--- src/design/sqp_pkg.sv ---
// Purpose: shared constants and carriers for the spi slave queue port
// Assumes: apb with 32-bit data, one aligned word per register
// Notes: queues are held in local arrays sized for the largest length
package sqp_pkg;
    // register byte offsets
    localparam logic [7:0] OFS_CTRL = 8'h00;
    localparam logic [7:0] OFS_QLEN = 8'h04;
    localparam logic [7:0] OFS_THRESH = 8'h08;
    localparam logic [7:0] OFS_TIMEOUT = 8'h0c;
    localparam logic [7:0] OFS_IRQ_EN = 8'h10;
    localparam logic [7:0] OFS_IRQ_STAT = 8'h14;
    localparam logic [7:0] OFS_QRESET = 8'h18;
    localparam logic [7:0] OFS_TX_DATA = 8'h1c;
    localparam logic [7:0] OFS_RX_DATA = 8'h20;
    localparam logic [7:0] OFS_FILL = 8'h24;
    localparam logic [7:0] OFS_STATUS = 8'h28;
    // control fields
    localparam int CTRL_ENABLE_BIT = 0;
    localparam int CTRL_LSB_FIRST_BIT = 1;
    // interrupt source positions
    localparam int IRQ_RX_FIRST = 0;
    localparam int IRQ_TX_FINAL = 1;
    localparam int IRQ_RX_RISE = 2;
    localparam int IRQ_TX_DROP = 3;
    localparam int IRQ_RX_OVF = 4;
    localparam int IRQ_TX_OVF = 5;
    localparam int IRQ_RX_UNF = 6;
    localparam int IRQ_TX_UNF = 7;
    localparam int IRQ_RX_TMO = 8;
    localparam int IRQ_COUNT = 9;
    // status word positions
    localparam int STAT_RX_NONEMPTY = 0;
    localparam int STAT_TX_NONEMPTY = 1;
    localparam int STAT_RX_OVER_TH = 2;
    localparam int STAT_TX_OVER_TH = 3;
    // reset values
    localparam logic [7:0] QLEN_RESET = 8'hff;
    localparam logic [7:0] THRESH_RESET = 8'h00;
    localparam logic [11:0] TIMEOUT_RESET = 12'h000;
    // timing: one microsecond in pclk cycles at 125 MHz
    localparam int CLK_MHZ = 125;
    localparam int US_CYCLES = CLK_MHZ;
    // configuration carrier
    typedef struct packed {
        logic enable;
        logic low_bit_first_order;
        logic [7:0] tx_queue_length;
        logic [7:0] rx_queue_length;
        logic [7:0] tx_fill_threshold;
        logic [7:0] rx_fill_threshold;
        logic [11:0] rx_idle_timeout_us;
    } sqp_cfg_s;
endpackage : sqp_pkg

--- src/design/sqp_spi_slave.sv ---
// Purpose: spi slave port with transmit and receive byte queues behind apb
// Assumes: spi mode 0, master drives sck, select low-active, mosi; pins async
// Notes: miso is a two-way style pin with an active-low output enable
//
// What this block does
// - bytes shift lsb first or msb first per a configured bit order
// - transmit queue length programmable from 1 to 255 bytes
// - receive queue length programmable from 1 to 255 bytes
// - transmit fill threshold 0 to 255 compared with transmit fill
// - receive fill threshold 0 to 255 compared with receive fill
// - receive idle timeout programmable 0 to 4095 microseconds
// - nine-bit interrupt enable mask in the fixed source order
// - disable takes the slave out of service until re-enabled
// - each queue resets alone or both together on separate requests
// - queue reset clears pointers and fill, keeps stored bytes
// - software byte write appends one byte to transmit queue
// - software byte read pops the oldest received byte
// - transmit fill level is readable
// - receive fill level is readable
// - status bit 0 receive not empty, bit 1 transmit not empty
// - status bits 2 and 3 show fill above threshold
// - one interrupt output high while an enabled source is pending
//
// The implementer's own choices: the APB slave port and the address map.
`timescale 1ns/1ps
module sqp_spi_slave #(
    parameter int DEPTH = 255,
    parameter int US_CYCLES = sqp_pkg::US_CYCLES
) (
    // system
    input wire logic pclk,
    input wire logic presetn,
    // apb slave
    input wire logic psel,
    input wire logic penable,
    input wire logic pwrite,
    input wire logic [7:0] paddr,
    input wire logic [31:0] pwdata,
    output logic [31:0] prdata,
    output logic pready,
    output logic pslverr,
    // spi link
    input wire logic spi_sck,
    input wire logic spi_sel_n,
    input wire logic spi_mosi,
    output logic spi_miso_o,
    output logic spi_miso_oe_n,
    // interrupt
    output logic irq
);
    initial
    begin
        // queue lengths are programmable up to 255, so the store must hold all of them
        if (DEPTH != 255 || US_CYCLES < 1 || US_CYCLES > 128)
            $error("sqp_spi_slave: unsupported parameter value");
    end

    ////////////////////////////////////////////////////////////////////
    // synchronisers and edge detect
    logic [2:0] sck_s_q;
    logic [1:0] sel_s_q;
    logic [1:0] mosi_s_q;
    always_ff @(posedge pclk or negedge presetn)
    begin
        if (!presetn)
        begin
            sck_s_q <= 3'h0;
            sel_s_q <= 2'h3;
            mosi_s_q <= 2'h0;
        end
        else
        begin
            sck_s_q <= {sck_s_q[1:0], spi_sck};
            sel_s_q <= {sel_s_q[0], spi_sel_n};
            mosi_s_q <= {mosi_s_q[0], spi_mosi};
        end
    end
    sqp_pkg::sqp_cfg_s cfg_q;
    // edges only count inside a frame and while enabled
    wire logic frame = !sel_s_q[1] && cfg_q.enable;
    wire logic sck_rise = frame && sck_s_q[1] && !sck_s_q[2];
    wire logic sck_fall = frame && !sck_s_q[1] && sck_s_q[2];

    ////////////////////////////////////////////////////////////////////
    // apb decode
    wire logic acc = psel && penable;
    wire logic mapped = paddr[7:2] <= sqp_pkg::OFS_STATUS[7:2] && paddr[1:0] == 2'h0;
    // side effects act once, at the edge where pready is seen high
    wire logic wr = acc && pready && pwrite && mapped;
    wire logic rd = acc && pready && !pwrite && mapped;
    function automatic logic hit(input logic [7:0] a, input logic [7:0] o);
        return a[7:2] == o[7:2];
    endfunction : hit
    wire logic tx_push = wr && hit(paddr, sqp_pkg::OFS_TX_DATA);
    wire logic rx_pop = rd && hit(paddr, sqp_pkg::OFS_RX_DATA);
    wire logic qrst_w = wr && hit(paddr, sqp_pkg::OFS_QRESET);
    wire logic tx_qrst = qrst_w && pwdata[0];
    wire logic rx_qrst = qrst_w && pwdata[1];

    ////////////////////////////////////////////////////////////////////
    // configuration registers
    logic [8:0] irq_en_q;
    always_ff @(posedge pclk or negedge presetn)
    begin
        if (!presetn)
        begin
            cfg_q <= '{1'b0, 1'b0, sqp_pkg::QLEN_RESET, sqp_pkg::QLEN_RESET,
                       sqp_pkg::THRESH_RESET, sqp_pkg::THRESH_RESET,
                       sqp_pkg::TIMEOUT_RESET};
            irq_en_q <= 9'h000;
        end
        else if (wr)
        begin
            if (hit(paddr, sqp_pkg::OFS_CTRL))
            begin
                cfg_q.enable <= pwdata[sqp_pkg::CTRL_ENABLE_BIT];
                cfg_q.low_bit_first_order <= pwdata[sqp_pkg::CTRL_LSB_FIRST_BIT];
            end
            // zero length is refused and the old length kept
            if (hit(paddr, sqp_pkg::OFS_QLEN))
            begin
                if (pwdata[7:0] != 8'h00)
                    cfg_q.tx_queue_length <= pwdata[7:0];
                if (pwdata[15:8] != 8'h00)
                    cfg_q.rx_queue_length <= pwdata[15:8];
            end
            if (hit(paddr, sqp_pkg::OFS_THRESH))
            begin
                cfg_q.tx_fill_threshold <= pwdata[7:0];
                cfg_q.rx_fill_threshold <= pwdata[15:8];
            end
            if (hit(paddr, sqp_pkg::OFS_TIMEOUT))
                cfg_q.rx_idle_timeout_us <= pwdata[11:0];
            if (hit(paddr, sqp_pkg::OFS_IRQ_EN))
                irq_en_q <= pwdata[8:0];
        end
    end

    ////////////////////////////////////////////////////////////////////
    // queue storage; resets leave contents alone
    logic [7:0] tx_mem [0:DEPTH-1];
    logic [7:0] rx_mem [0:DEPTH-1];
    logic [7:0] tx_wp_q, tx_rp_q, tx_fill_q;
    logic [7:0] rx_wp_q, rx_rp_q, rx_fill_q;
    function automatic logic [7:0] wrap(input logic [7:0] p, input logic [7:0] len);
        return (p + 8'h01 >= len) ? 8'h00 : p + 8'h01;
    endfunction : wrap
    // shifter state
    logic [2:0] bit_cnt_q;
    logic [7:0] rx_sh_q, tx_sh_q;
    logic byte_done;
    logic tx_load;
    logic tx_got_q;
    wire logic tx_full = tx_fill_q >= cfg_q.tx_queue_length;
    wire logic rx_full = rx_fill_q >= cfg_q.rx_queue_length;
    wire logic tx_empty = tx_fill_q == 8'h00;
    wire logic rx_empty = rx_fill_q == 8'h00;
    wire logic tx_push_ok = tx_push && !tx_full;
    // pop only when the loaded byte starts to go out, so a prefetch at frame end is not lost
    wire logic tx_pop_ok = sck_rise && bit_cnt_q == 3'h0 && tx_got_q && !tx_empty;
    wire logic rx_push_ok = byte_done && !rx_full;
    wire logic rx_pop_ok = rx_pop && !rx_empty;
    logic [7:0] rx_byte;

    always_ff @(posedge pclk)
    begin
        if (tx_push_ok)
            tx_mem[tx_wp_q] <= pwdata[7:0];
        if (rx_push_ok)
            rx_mem[rx_wp_q] <= rx_byte;
    end

    // transmit pointers and fill
    always_ff @(posedge pclk or negedge presetn)
    begin
        if (!presetn)
        begin
            tx_wp_q <= 8'h00;
            tx_rp_q <= 8'h00;
            tx_fill_q <= 8'h00;
        end
        else if (tx_qrst)
        begin
            tx_wp_q <= 8'h00;
            tx_rp_q <= 8'h00;
            tx_fill_q <= 8'h00;
        end
        else
        begin
            if (tx_push_ok)
                tx_wp_q <= wrap(tx_wp_q, cfg_q.tx_queue_length);
            if (tx_pop_ok)
                tx_rp_q <= wrap(tx_rp_q, cfg_q.tx_queue_length);
            tx_fill_q <= tx_fill_q + {7'h00, tx_push_ok} - {7'h00, tx_pop_ok};
        end
    end

    // receive pointers and fill
    always_ff @(posedge pclk or negedge presetn)
    begin
        if (!presetn)
        begin
            rx_wp_q <= 8'h00;
            rx_rp_q <= 8'h00;
            rx_fill_q <= 8'h00;
        end
        else if (rx_qrst)
        begin
            rx_wp_q <= 8'h00;
            rx_rp_q <= 8'h00;
            rx_fill_q <= 8'h00;
        end
        else
        begin
            if (rx_push_ok)
                rx_wp_q <= wrap(rx_wp_q, cfg_q.rx_queue_length);
            if (rx_pop_ok)
                rx_rp_q <= wrap(rx_rp_q, cfg_q.rx_queue_length);
            rx_fill_q <= rx_fill_q + {7'h00, rx_push_ok} - {7'h00, rx_pop_ok};
        end
    end

    ////////////////////////////////////////////////////////////////////
    // shifter: mode 0, sample on rise, drive on fall
    wire logic lsb = cfg_q.low_bit_first_order;
    assign rx_byte = lsb ? {mosi_s_q[1], rx_sh_q[7:1]} : {rx_sh_q[6:0], mosi_s_q[1]};
    assign byte_done = sck_rise && bit_cnt_q == 3'h7;
    // next byte is taken at frame start and after each completed byte
    logic miso_idle_q;
    wire logic frame_start = frame && miso_idle_q;
    assign tx_load = byte_done || frame_start;
    wire logic [7:0] tx_next = tx_empty ? 8'h00 : tx_mem[tx_rp_q];
    always_ff @(posedge pclk or negedge presetn)
    begin
        if (!presetn)
        begin
            bit_cnt_q <= 3'h0;
            rx_sh_q <= 8'h00;
            tx_sh_q <= 8'h00;
            miso_idle_q <= 1'b1;
            tx_got_q <= 1'b0;
            spi_miso_o <= 1'b0;
            spi_miso_oe_n <= 1'b1;
        end
        else if (!frame)
        begin
            bit_cnt_q <= 3'h0;
            miso_idle_q <= 1'b1;
            spi_miso_oe_n <= 1'b1;
        end
        else
        begin
            miso_idle_q <= 1'b0;
            spi_miso_oe_n <= 1'b0;
            if (sck_rise)
            begin
                rx_sh_q <= rx_byte;
                bit_cnt_q <= bit_cnt_q + 3'h1;
            end
            if (tx_load)
            begin
                tx_sh_q <= tx_next;
                tx_got_q <= !tx_empty;
                spi_miso_o <= lsb ? tx_next[0] : tx_next[7];
            end
            else if (sck_fall && bit_cnt_q != 3'h0)
            begin
                tx_sh_q <= lsb ? {1'b0, tx_sh_q[7:1]} : {tx_sh_q[6:0], 1'b0};
                spi_miso_o <= lsb ? tx_sh_q[1] : tx_sh_q[6];
            end
        end
    end

    ////////////////////////////////////////////////////////////////////
    // receive idle timeout
    logic [6:0] us_cnt_q;
    logic [11:0] tmo_cnt_q;
    logic tmo_hit;
    always_ff @(posedge pclk or negedge presetn)
    begin
        if (!presetn)
        begin
            us_cnt_q <= 7'h00;
            tmo_cnt_q <= 12'h000;
        end
        else if (byte_done || rx_empty)
        begin
            us_cnt_q <= 7'h00;
            tmo_cnt_q <= 12'h000;
        end
        else if (us_cnt_q == 7'(US_CYCLES - 1))
        begin
            us_cnt_q <= 7'h00;
            if (tmo_cnt_q != 12'hfff)
                tmo_cnt_q <= tmo_cnt_q + 12'h001;
        end
        else
            us_cnt_q <= us_cnt_q + 7'h01;
    end
    // zero means never; the saturated count would otherwise wrap onto it
    assign tmo_hit = !rx_empty && !byte_done && us_cnt_q == 7'(US_CYCLES - 1) &&
                     cfg_q.rx_idle_timeout_us != 12'h000 &&
                     tmo_cnt_q + 12'h001 == cfg_q.rx_idle_timeout_us;

    ////////////////////////////////////////////////////////////////////
    // interrupt sources, sticky, write one to clear, set wins
    logic [8:0] irq_st_q;
    logic [8:0] ev;
    wire logic [7:0] tx_fill_n = tx_fill_q - {7'h00, tx_pop_ok};
    always_comb
    begin
        ev = 9'h000;
        ev[sqp_pkg::IRQ_RX_FIRST] = rx_push_ok && rx_empty;
        ev[sqp_pkg::IRQ_TX_FINAL] = tx_pop_ok && tx_fill_q == 8'h01;
        ev[sqp_pkg::IRQ_RX_RISE] = rx_push_ok && rx_fill_q == cfg_q.rx_fill_threshold;
        ev[sqp_pkg::IRQ_TX_DROP] = tx_pop_ok && tx_fill_n == cfg_q.tx_fill_threshold;
        ev[sqp_pkg::IRQ_RX_OVF] = byte_done && rx_full;
        ev[sqp_pkg::IRQ_TX_OVF] = tx_push && tx_full;
        ev[sqp_pkg::IRQ_RX_UNF] = rx_pop && rx_empty;
        ev[sqp_pkg::IRQ_TX_UNF] = tx_load && tx_empty;
        ev[sqp_pkg::IRQ_RX_TMO] = tmo_hit;
    end
    wire logic st_clr = wr && hit(paddr, sqp_pkg::OFS_IRQ_STAT);
    always_ff @(posedge pclk or negedge presetn)
    begin
        if (!presetn)
        begin
            irq_st_q <= 9'h000;
            irq <= 1'b0;
        end
        else
        begin
            irq_st_q <= (irq_st_q & ~(st_clr ? pwdata[8:0] : 9'h000)) | ev;
            irq <= |(((irq_st_q & ~(st_clr ? pwdata[8:0] : 9'h000)) | ev) & irq_en_q);
        end
    end

    ////////////////////////////////////////////////////////////////////
    // apb read mux and answer, one wait state
    logic [31:0] rd_d;
    always_comb
    begin
        rd_d = 32'h0000_0000;
        unique case (paddr[7:2])
            sqp_pkg::OFS_CTRL[7:2]: rd_d = {30'h0, cfg_q.low_bit_first_order, cfg_q.enable};
            sqp_pkg::OFS_QLEN[7:2]: rd_d = {16'h0, cfg_q.rx_queue_length, cfg_q.tx_queue_length};
            sqp_pkg::OFS_THRESH[7:2]:
                rd_d = {16'h0, cfg_q.rx_fill_threshold, cfg_q.tx_fill_threshold};
            sqp_pkg::OFS_TIMEOUT[7:2]: rd_d = {20'h0, cfg_q.rx_idle_timeout_us};
            sqp_pkg::OFS_IRQ_EN[7:2]: rd_d = {23'h0, irq_en_q};
            sqp_pkg::OFS_IRQ_STAT[7:2]: rd_d = {23'h0, irq_st_q};
            sqp_pkg::OFS_RX_DATA[7:2]: rd_d = {24'h0, rx_empty ? 8'h00 : rx_mem[rx_rp_q]};
            sqp_pkg::OFS_FILL[7:2]: rd_d = {16'h0, rx_fill_q, tx_fill_q};
            sqp_pkg::OFS_STATUS[7:2]:
                rd_d = {28'h0, tx_fill_q > cfg_q.tx_fill_threshold,
                        rx_fill_q > cfg_q.rx_fill_threshold, !tx_empty, !rx_empty};
            default: rd_d = 32'h0000_0000;
        endcase
    end
    always_ff @(posedge pclk or negedge presetn)
    begin
        if (!presetn)
        begin
            prdata <= 32'h0000_0000;
            pslverr <= 1'b0;
            pready <= 1'b0;
        end
        else
        begin
            // registered answer: pready one cycle into the access phase
            pready <= psel && penable && !pready;
            pslverr <= psel && penable && !pready && !mapped;
            prdata <= rd_d;
        end
    end

    ////////////////////////////////////////////////////////////////////
    // checks
    fill_bound_a: assert property (@(posedge pclk) disable iff (!presetn)
        rx_push_ok && !rx_pop_ok && !rx_qrst |=> rx_fill_q == $past(rx_fill_q) + 8'h01)
        else $error("rx fill did not grow");
    qreset_a: assert property (@(posedge pclk) disable iff (!presetn)
        tx_qrst |=> tx_fill_q == 8'h00 && tx_wp_q == 8'h00)
        else $error("tx queue reset failed");
    miso_idle_a: assert property (@(posedge pclk) disable iff (!presetn)
        sel_s_q[1] |=> spi_miso_oe_n)
        else $error("miso driven outside frame");
    irq_level_a: assert property (@(posedge pclk) disable iff (!presetn)
        |(irq_st_q & irq_en_q) |-> irq)
        else $error("pending source without irq");
    tx_push_a: assert property (@(posedge pclk) disable iff (!presetn)
        tx_push_ok && !tx_pop_ok && !tx_qrst |=> tx_fill_q == $past(tx_fill_q) + 8'h01)
        else $error("tx write not appended");
    disable_a: assert property (@(posedge pclk) disable iff (!presetn)
        !cfg_q.enable |=> bit_cnt_q == 3'h0)
        else $error("shifter active while disabled");
    ovf_a: assert property (@(posedge pclk) disable iff (!presetn)
        tx_push && tx_full && !tx_qrst |=> irq_st_q[sqp_pkg::IRQ_TX_OVF])
        else $error("tx overflow not flagged");
    tmo_a: assert property (@(posedge pclk) disable iff (!presetn)
        tmo_hit |=> irq_st_q[sqp_pkg::IRQ_RX_TMO])
        else $error("timeout not flagged");
endmodule : sqp_spi_slave

--- config.mk ---
export PLATFORM = sky130hd
export DESIGN_NAME = sqp_spi_slave
export DESIGN_NICKNAME = d
export VERILOG_FILES = /design/src/design/sqp_pkg.sv /design/src/design/sqp_spi_slave.sv
export SDC_FILE = /design/constraint.sdc
export NUM_CORES = 2
export LEC_CHECK = 0
export ABC_AREA = 1
export BUFFER_PORTS_ARGS = -buffer_cell sky130_fd_sc_hd__buf_2
export CORE_ASPECT_RATIO = 1.1
export CORE_MARGIN = 5
export CORE_UTILIZATION = 46
export CTS_CLUSTER_SIZE = 40
export DETAILED_ROUTE_END_ITERATION = 6
export PLACE_DENSITY = 0.66
export SLEW_MARGIN = 40
export SYNTH_ARGS = -nofsm -noshare
export SYNTH_HDL_FRONTEND = slang
export SYNTH_SLANG_ARGS = --single-unit
export TNS_END_PERCENT = 50
--- constraint.sdc ---
create_clock -name pclk -period 15.86 [get_ports pclk]
set_input_delay 0 -clock pclk [delete_from_list [all_inputs] [get_ports pclk]]
set_output_delay 0 -clock pclk [all_outputs]
set_load 0.005 [all_outputs]
; ---- Word level (Yosys, flattened, before mapping)
; Memory sizes are Yosys's and may differ from the RTL's.
; Cells that the tools add are included.
[totals]
mem_count = 2
output_inout_bits = 37
romBits = 0
ram_bits = 4080
reg_bits = 195
latch_bits = 0
elab_cells = 194
input_bits = 48
[classes]
eq_ne = 18
shift = 0
n_mul = 0
reduce_logical = 81
bitwise = 4
div_mod_pow = 0
n_mux = 38
add_sub_neg = 12
n_lt_le_gt_ge = 9
[mem_list]
columns = name, words, word_bits, read_ports, rd_clocked_by_memory_dff, wr, line_no
row1 = rx_mem, 255, 8, 1, 0, 1, sqp_spi_slave.sv:142  ; logic [7:0] rx_mem [0:DEPTH-1];
row2 = tx_mem, 255, 8, 1, 0, 1, sqp_spi_slave.sv:141  ; logic [7:0] tx_mem [0:DEPTH-1];
[ops]
columns = cell, count
row1 = 2-to-1 mux 8 bit, 20
row2 = case mux 16 bit (9 select lines), 1
row3 = greater-or-equal comparator 8 bit, 6
row4 = logical AND 1 bit, 41
row5 = 2-to-1 mux 12 bit, 3
row6 = "adder 8 x 1 -> 8 bit, second input constant", 4
row7 = "== test 6 x 3 -> 1 bit, second input constant", 4
row8 = subtractor 8 x 1 -> 8 bit, 3
row9 = bitwise AND 9 bit, 2
row10 = "== test 6 x 4 -> 1 bit, second input constant", 3
row11 = adder 8 x 1 -> 8 bit, 2
row12 = == test 8 bit, 2
row13 = greater-than comparator 8 bit, 2
row14 = zero test 8 bit, 2
row15 = AND reduction 2 bit, 8
row16 = nonzero test 8 bit, 2
row17 = 2-to-1 mux 7 bit, 2
row18 = nonzero test 2 bit, 7
row19 = "adder 12 x 1 -> 12 bit, second input constant", 1
row20 = == test 12 bit, 1
row21 = "== test 6 x 2 -> 1 bit, second input constant", 2
row22 = "!= test 12 bit, second input constant", 1
row23 = nonzero test 12 bit, 1
row24 = zero test 1 bit, 11
row25 = 20 further kinds, 31

; ---- Depth between registers and ports, before layout
[depth]
word_depth = 13
ltp_mapped = 24
ltp_nobuf = 23

; ---- Worst setup path after synthesis
; OpenSTA, ideal clock, no wires.
[synth_timing]
path_type = register to register
start = register cfg_q, in the netlist lsb
end = memory rx_mem[0][0], data pin
path_stages_with_launch = 4
path_buffers = 1
arrival_time_ps = 10597
setup_ps = 2189
required_time_ps = 13671
period_less_slack_ps = 12786
setup_slack_ps = 3074
path_cell_list = dfrtp_1 inv_1 clkbuf_1 o21ai_0
[synth_via]
elab_chain_len = 1
[synth_rtl]
columns = element, line_no
row1 = from (decl), sqp_spi_slave.sv:78  ; sqp_pkg::sqp_cfg_s cfg_q;
row2 = from (signal assigned), sqp_spi_slave.sv:107  ; cfg_q <= '{1'b0, 1'b0, sqp_pkg::QLEN_RESET, sqp_pkg::QLEN_RESET,
row3 = 2-to-1 mux 8 bit, sqp_spi_slave.sv:226  ; assign rx_byte = lsb ? {mosi_s_q[1], rx_sh_q[7:1]} : {rx_sh_q[6:0], mosi_s_q[1]};
row4 = via rx_byte[0], sqp_spi_slave.sv:163  ; logic [7:0] rx_byte;
row5 = to (decl), sqp_spi_slave.sv:142
; The timed path passes the listed nets, and every way through them passes these cells.

; ---- Final worst setup path
[layout_timing]
start = register tx_rp_q[0]
end = register tx_sh_q[1]
[layout_via]
elab_chain_len = 3
[layout_rtl]
columns = element, line_no
row1 = from (decl), sqp_spi_slave.sv:143  ; logic [7:0] tx_wp_q, tx_rp_q, tx_fill_q;
row2 = from (signal assigned), sqp_spi_slave.sv:193  ; tx_rp_q <= wrap(tx_rp_q, cfg_q.tx_queue_length);
row3 = memory (255 x 8 bit), --
row4 = 2-to-1 mux 8 bit, sqp_spi_slave.sv:232  ; wire logic [7:0] tx_next = tx_empty ? 8'h00 : tx_mem[tx_rp_q];
row5 = 2-to-1 mux 8 bit, sqp_spi_slave.sv:260  ; if (tx_load)
row6 = to (signal assigned), sqp_spi_slave.sv:262  ; tx_sh_q <= tx_next;
row7 = to (signal assigned), sqp_spi_slave.sv:268  ; tx_sh_q <= lsb ? {1'b0, tx_sh_q[7:1]} : {tx_sh_q[6:0], 1'b0};
row8 = to (decl), sqp_spi_slave.sv:150  ; logic [7:0] rx_sh_q, tx_sh_q;
; Every way passes these cells.
; A chain may end at the register's enable or synchronous reset.

==> flow_summary.yaml <==
status:
  status: "finished with violations"
  violations: "design-rule violations"
floorplan:
  die_area_um2: 391000
  die_w_um: 597
  start_util_pct: 46.1
  coreArea_um2: 378000
  rows: 237
  die_h_um: 655
  ios: 85
synthesis:
  yosysMostFrequentCell: "edfxtp_1"
  synth.cell_area_um2: 174000
  synthTopCellsByArea: "edfxtp_1 (70%), nand2_1 (7.0%), nand3_1 (5.5%)"
  async_reset_ff_share_pct: 4.20
  synth_top_cell_area_share_pct: 70.3
  postSynthCellCount: 14600
  seq_area_frac_synth_pct: 72.9
  avgSynthCellArea_um2: 11.9
  synth_seq_cells: 4259
  synth-edff-count: 4080
  ys_top_cells_by_count: "edfxtp_1 (4080), nand2_1 (3229), nand3_1 (1917)"
  synth_area_leader_cell: "edfxtp_1"
  yosys_warnings: 0
  synth.distinct_cells: 59
  ys.flop_type: "edfxtp_1"
timing:
  max_freq_mhz: 154
  worstMarginPinSlew_ps: 945
  rsz0062_at_grt: "no"
  skew_ps: 53.2
  finalSetupTns_ps: 0
  fin_crit_ps: 6480
  hold_viol_final: 0
  slew-limit-headroom_pct: 37.0
  finalSetupViolCount: 0
  finalMaxSlewViolations: 0
  timing.final.crit_share_pct: 40.8
critical_path:
  cp-startpoint: "tx_rp_q[0]"
  r2r-start: "tx_rp_q[0]"
  critPathCaptureType: "flip-flop"
  criticalPathCategory: "reg -> reg"
  startpoint_type: "flip-flop"
  worstRegToRegCells: 15
  cp.arrival_ps: 7350
  crit_required_ps: 16740
  crit_fanout: 166
grt:
  grt_pass1_wl_um: 688000
  grt_usage_pct: 23.1
  grt_overflow_total: 0
  grt_max_degree: 192
  grt_pass1_vias: 106000
  antenna_found_initial: 13
power_and_ir_drop:
  p_int_mw: 19.4
  pwr-share-clk_pct: 35.2
  power_per_cell_area_nw_per_um2: 143
  p_sw_share_pct: 29.5
  power.switching_mw: 8.14
  p_comb_share_pct: 18.5
  seq_power_share_pct: 46.3
  vdd_drop_max_v: 0.000147
  power_leakage_nw: 66.4
clocking:
  cts_buffers: 422
  clock_path_buffers: 4
  clockRootBuffer: "clkbuf_16"
  cts_tree: "yes"
  clk_pin_slew_ps: 60
  h-tree-depth: 5
  clkSinkCount: 4259
  cts_resized: 0
  postCtsHoldBufs: 71
  cts_setup_buffers: 0
  worst_skew_pair.late_latency_ps: 970
final_layout:
  final_cells: 19800
  nets: 14500
  drive_above_1_share_pct: 6.87
  area_delta_synth_final_pct: 11.0
  n_fill_cell: 31700
routing:
  dr.pass1.iters: 7
  drcViolationCount: 1
  vias: 114000
  wl_per_cell_um: 23.7
  drt-vias-per-instance: 5.75
  drtIter0Drc: 13200
  wl_um: 468000
  ant_nets: 0
worst_hold_path:
  hold_class: "in -> reg"
  hold_depth: 2
  min_from: "pwdata[7]"
placement:
  dpl.hpwl_um: 255000
  portBuffers: 52
  gp_congestion: 0.895
  dp.cells: 18900
run:
  drv_cap: 0
-- per-stage QoR --
stage	setup slack, ps	power, mW	utilization [%]	area [um2]	hold WS [ps]
final	9380	27.6	51.2	193000	48.0
after global routing	9050	28.5	51.2	193000	36.4
after CTS	9240	27.6	51.0	193000	1.89
after detailed placement	9250	18.0	47.3	179000	0.883
after global placement	9260	17.9	47.3	179000	-4.90
after floorplan	3070	16.4	-	174000	-296
-- flip-flops by register name (all words and copies together) (netlist names), 9 cells and up --
| name | flops |
|---|---|
| cfg_q | 45 |
| irq_en_q | 9 |
| irq_st_q | 9 |
| prdata | 16 |
| rx_mem | 2040 |
| tmo_cnt_q | 12 |
| tx_mem | 2040 |
-- power by group through the flow --
stage / registers (mW) / logic, mW / clock network, mW
2_1_floorplan: 13.1 / 3.25 / 0
3_3_place_gp: 13.0 / 4.92 / 0
3_5_place_dp: 13.0 / 4.99 / 0
4_1_cts: 12.8 / 5.02 / 9.79
5_1_grt: 12.8 / 5.53 / 10.2
6_report: 12.8 / 5.09 / 9.71
-- final cells by class --
type,instances,area (um2),area share (%)
Antenna cell,4,10.0,0.00518
Clock buffer,535,11200,5.78
Clock inverter,240,2120,1.10
Inverter,265,1070,0.551
Multi-Input combinational cell,9121,42600,22.0
Sequential cell,4259,127000,65.7
Tap cell,5019,6280,3.25
Timing Repair Buffer,321,3100,1.60
-- critical path: stages, from the launching register on --
cell,delay (ps)
dfrtp_4,910
buf_4,780
buf_4,770
buf_12,510
buf_12,570
buf_6,580
nand2_1,100
nand3_1,110
nand3_1,120
nand3_1,170
nand3_1,140
nand3_1,230
nand3_1,280
nand3_1,450
nand3_1,130
a21oi_1,140
-- routing by layer --
layer	vias to the layer above	global-route usage (%)	part of all wire, %
met5	-	0	0.0028
met4	2	9.68	4.4
met3	939	3.23	8.5
met2	5216	37.2	48
met1	55600	31.7	39
li1	51800	-	-
-- cells by family after synthesis --
family,count (synthesis),share of synthesized area (%)
flip-flops,4259,72.9
other,1,0.00215
AO/OA/AOI/OAI,2026,6.41
AND/OR/NAND/NOR,6863,16.4
XOR/XNOR,47,0.236
multiplexers,58,0.333
adder cells (fa/ha/maj),111,0.806
buffers and inverters,1225,2.92
-- worst paths after layout --
check	endpoint	slack (ps)
hold reg to reg	mosi_s_q[1]	340
hold / removal	tx_mem[138][7]	50
setup reg to reg	tx_sh_q[1]	9380
setup / recovery	tx_sh_q[1]	9380
min in group asynchronous	rx_fill_q[6]	210
max in group asynchronous	tx_rp_q[1]	14830
-- cell usage in the layout (no fill, tap or decap), types with 38 or more instances in the layout --
master and n:
a21oi_1 463, nor2_1 1427, nand3_1 1916, inv_1 246, dfrtp_1 149, nor3_1 150
xor2_1 38, clkbuf_16 428, dlygate4sd3_1 69, clkinv_2 71, clkinv_1 110, buf_2 44
o21ai_0 974, o22ai_1 393, ha_1 109, nand2_1 3207, mux2i_1 58, o211ai_1 60
clkbuf_1 101, buf_4 137, edfxtp_1 4080, nor2_2 77
No activity file was read; power rests on OpenSTA's default activity.
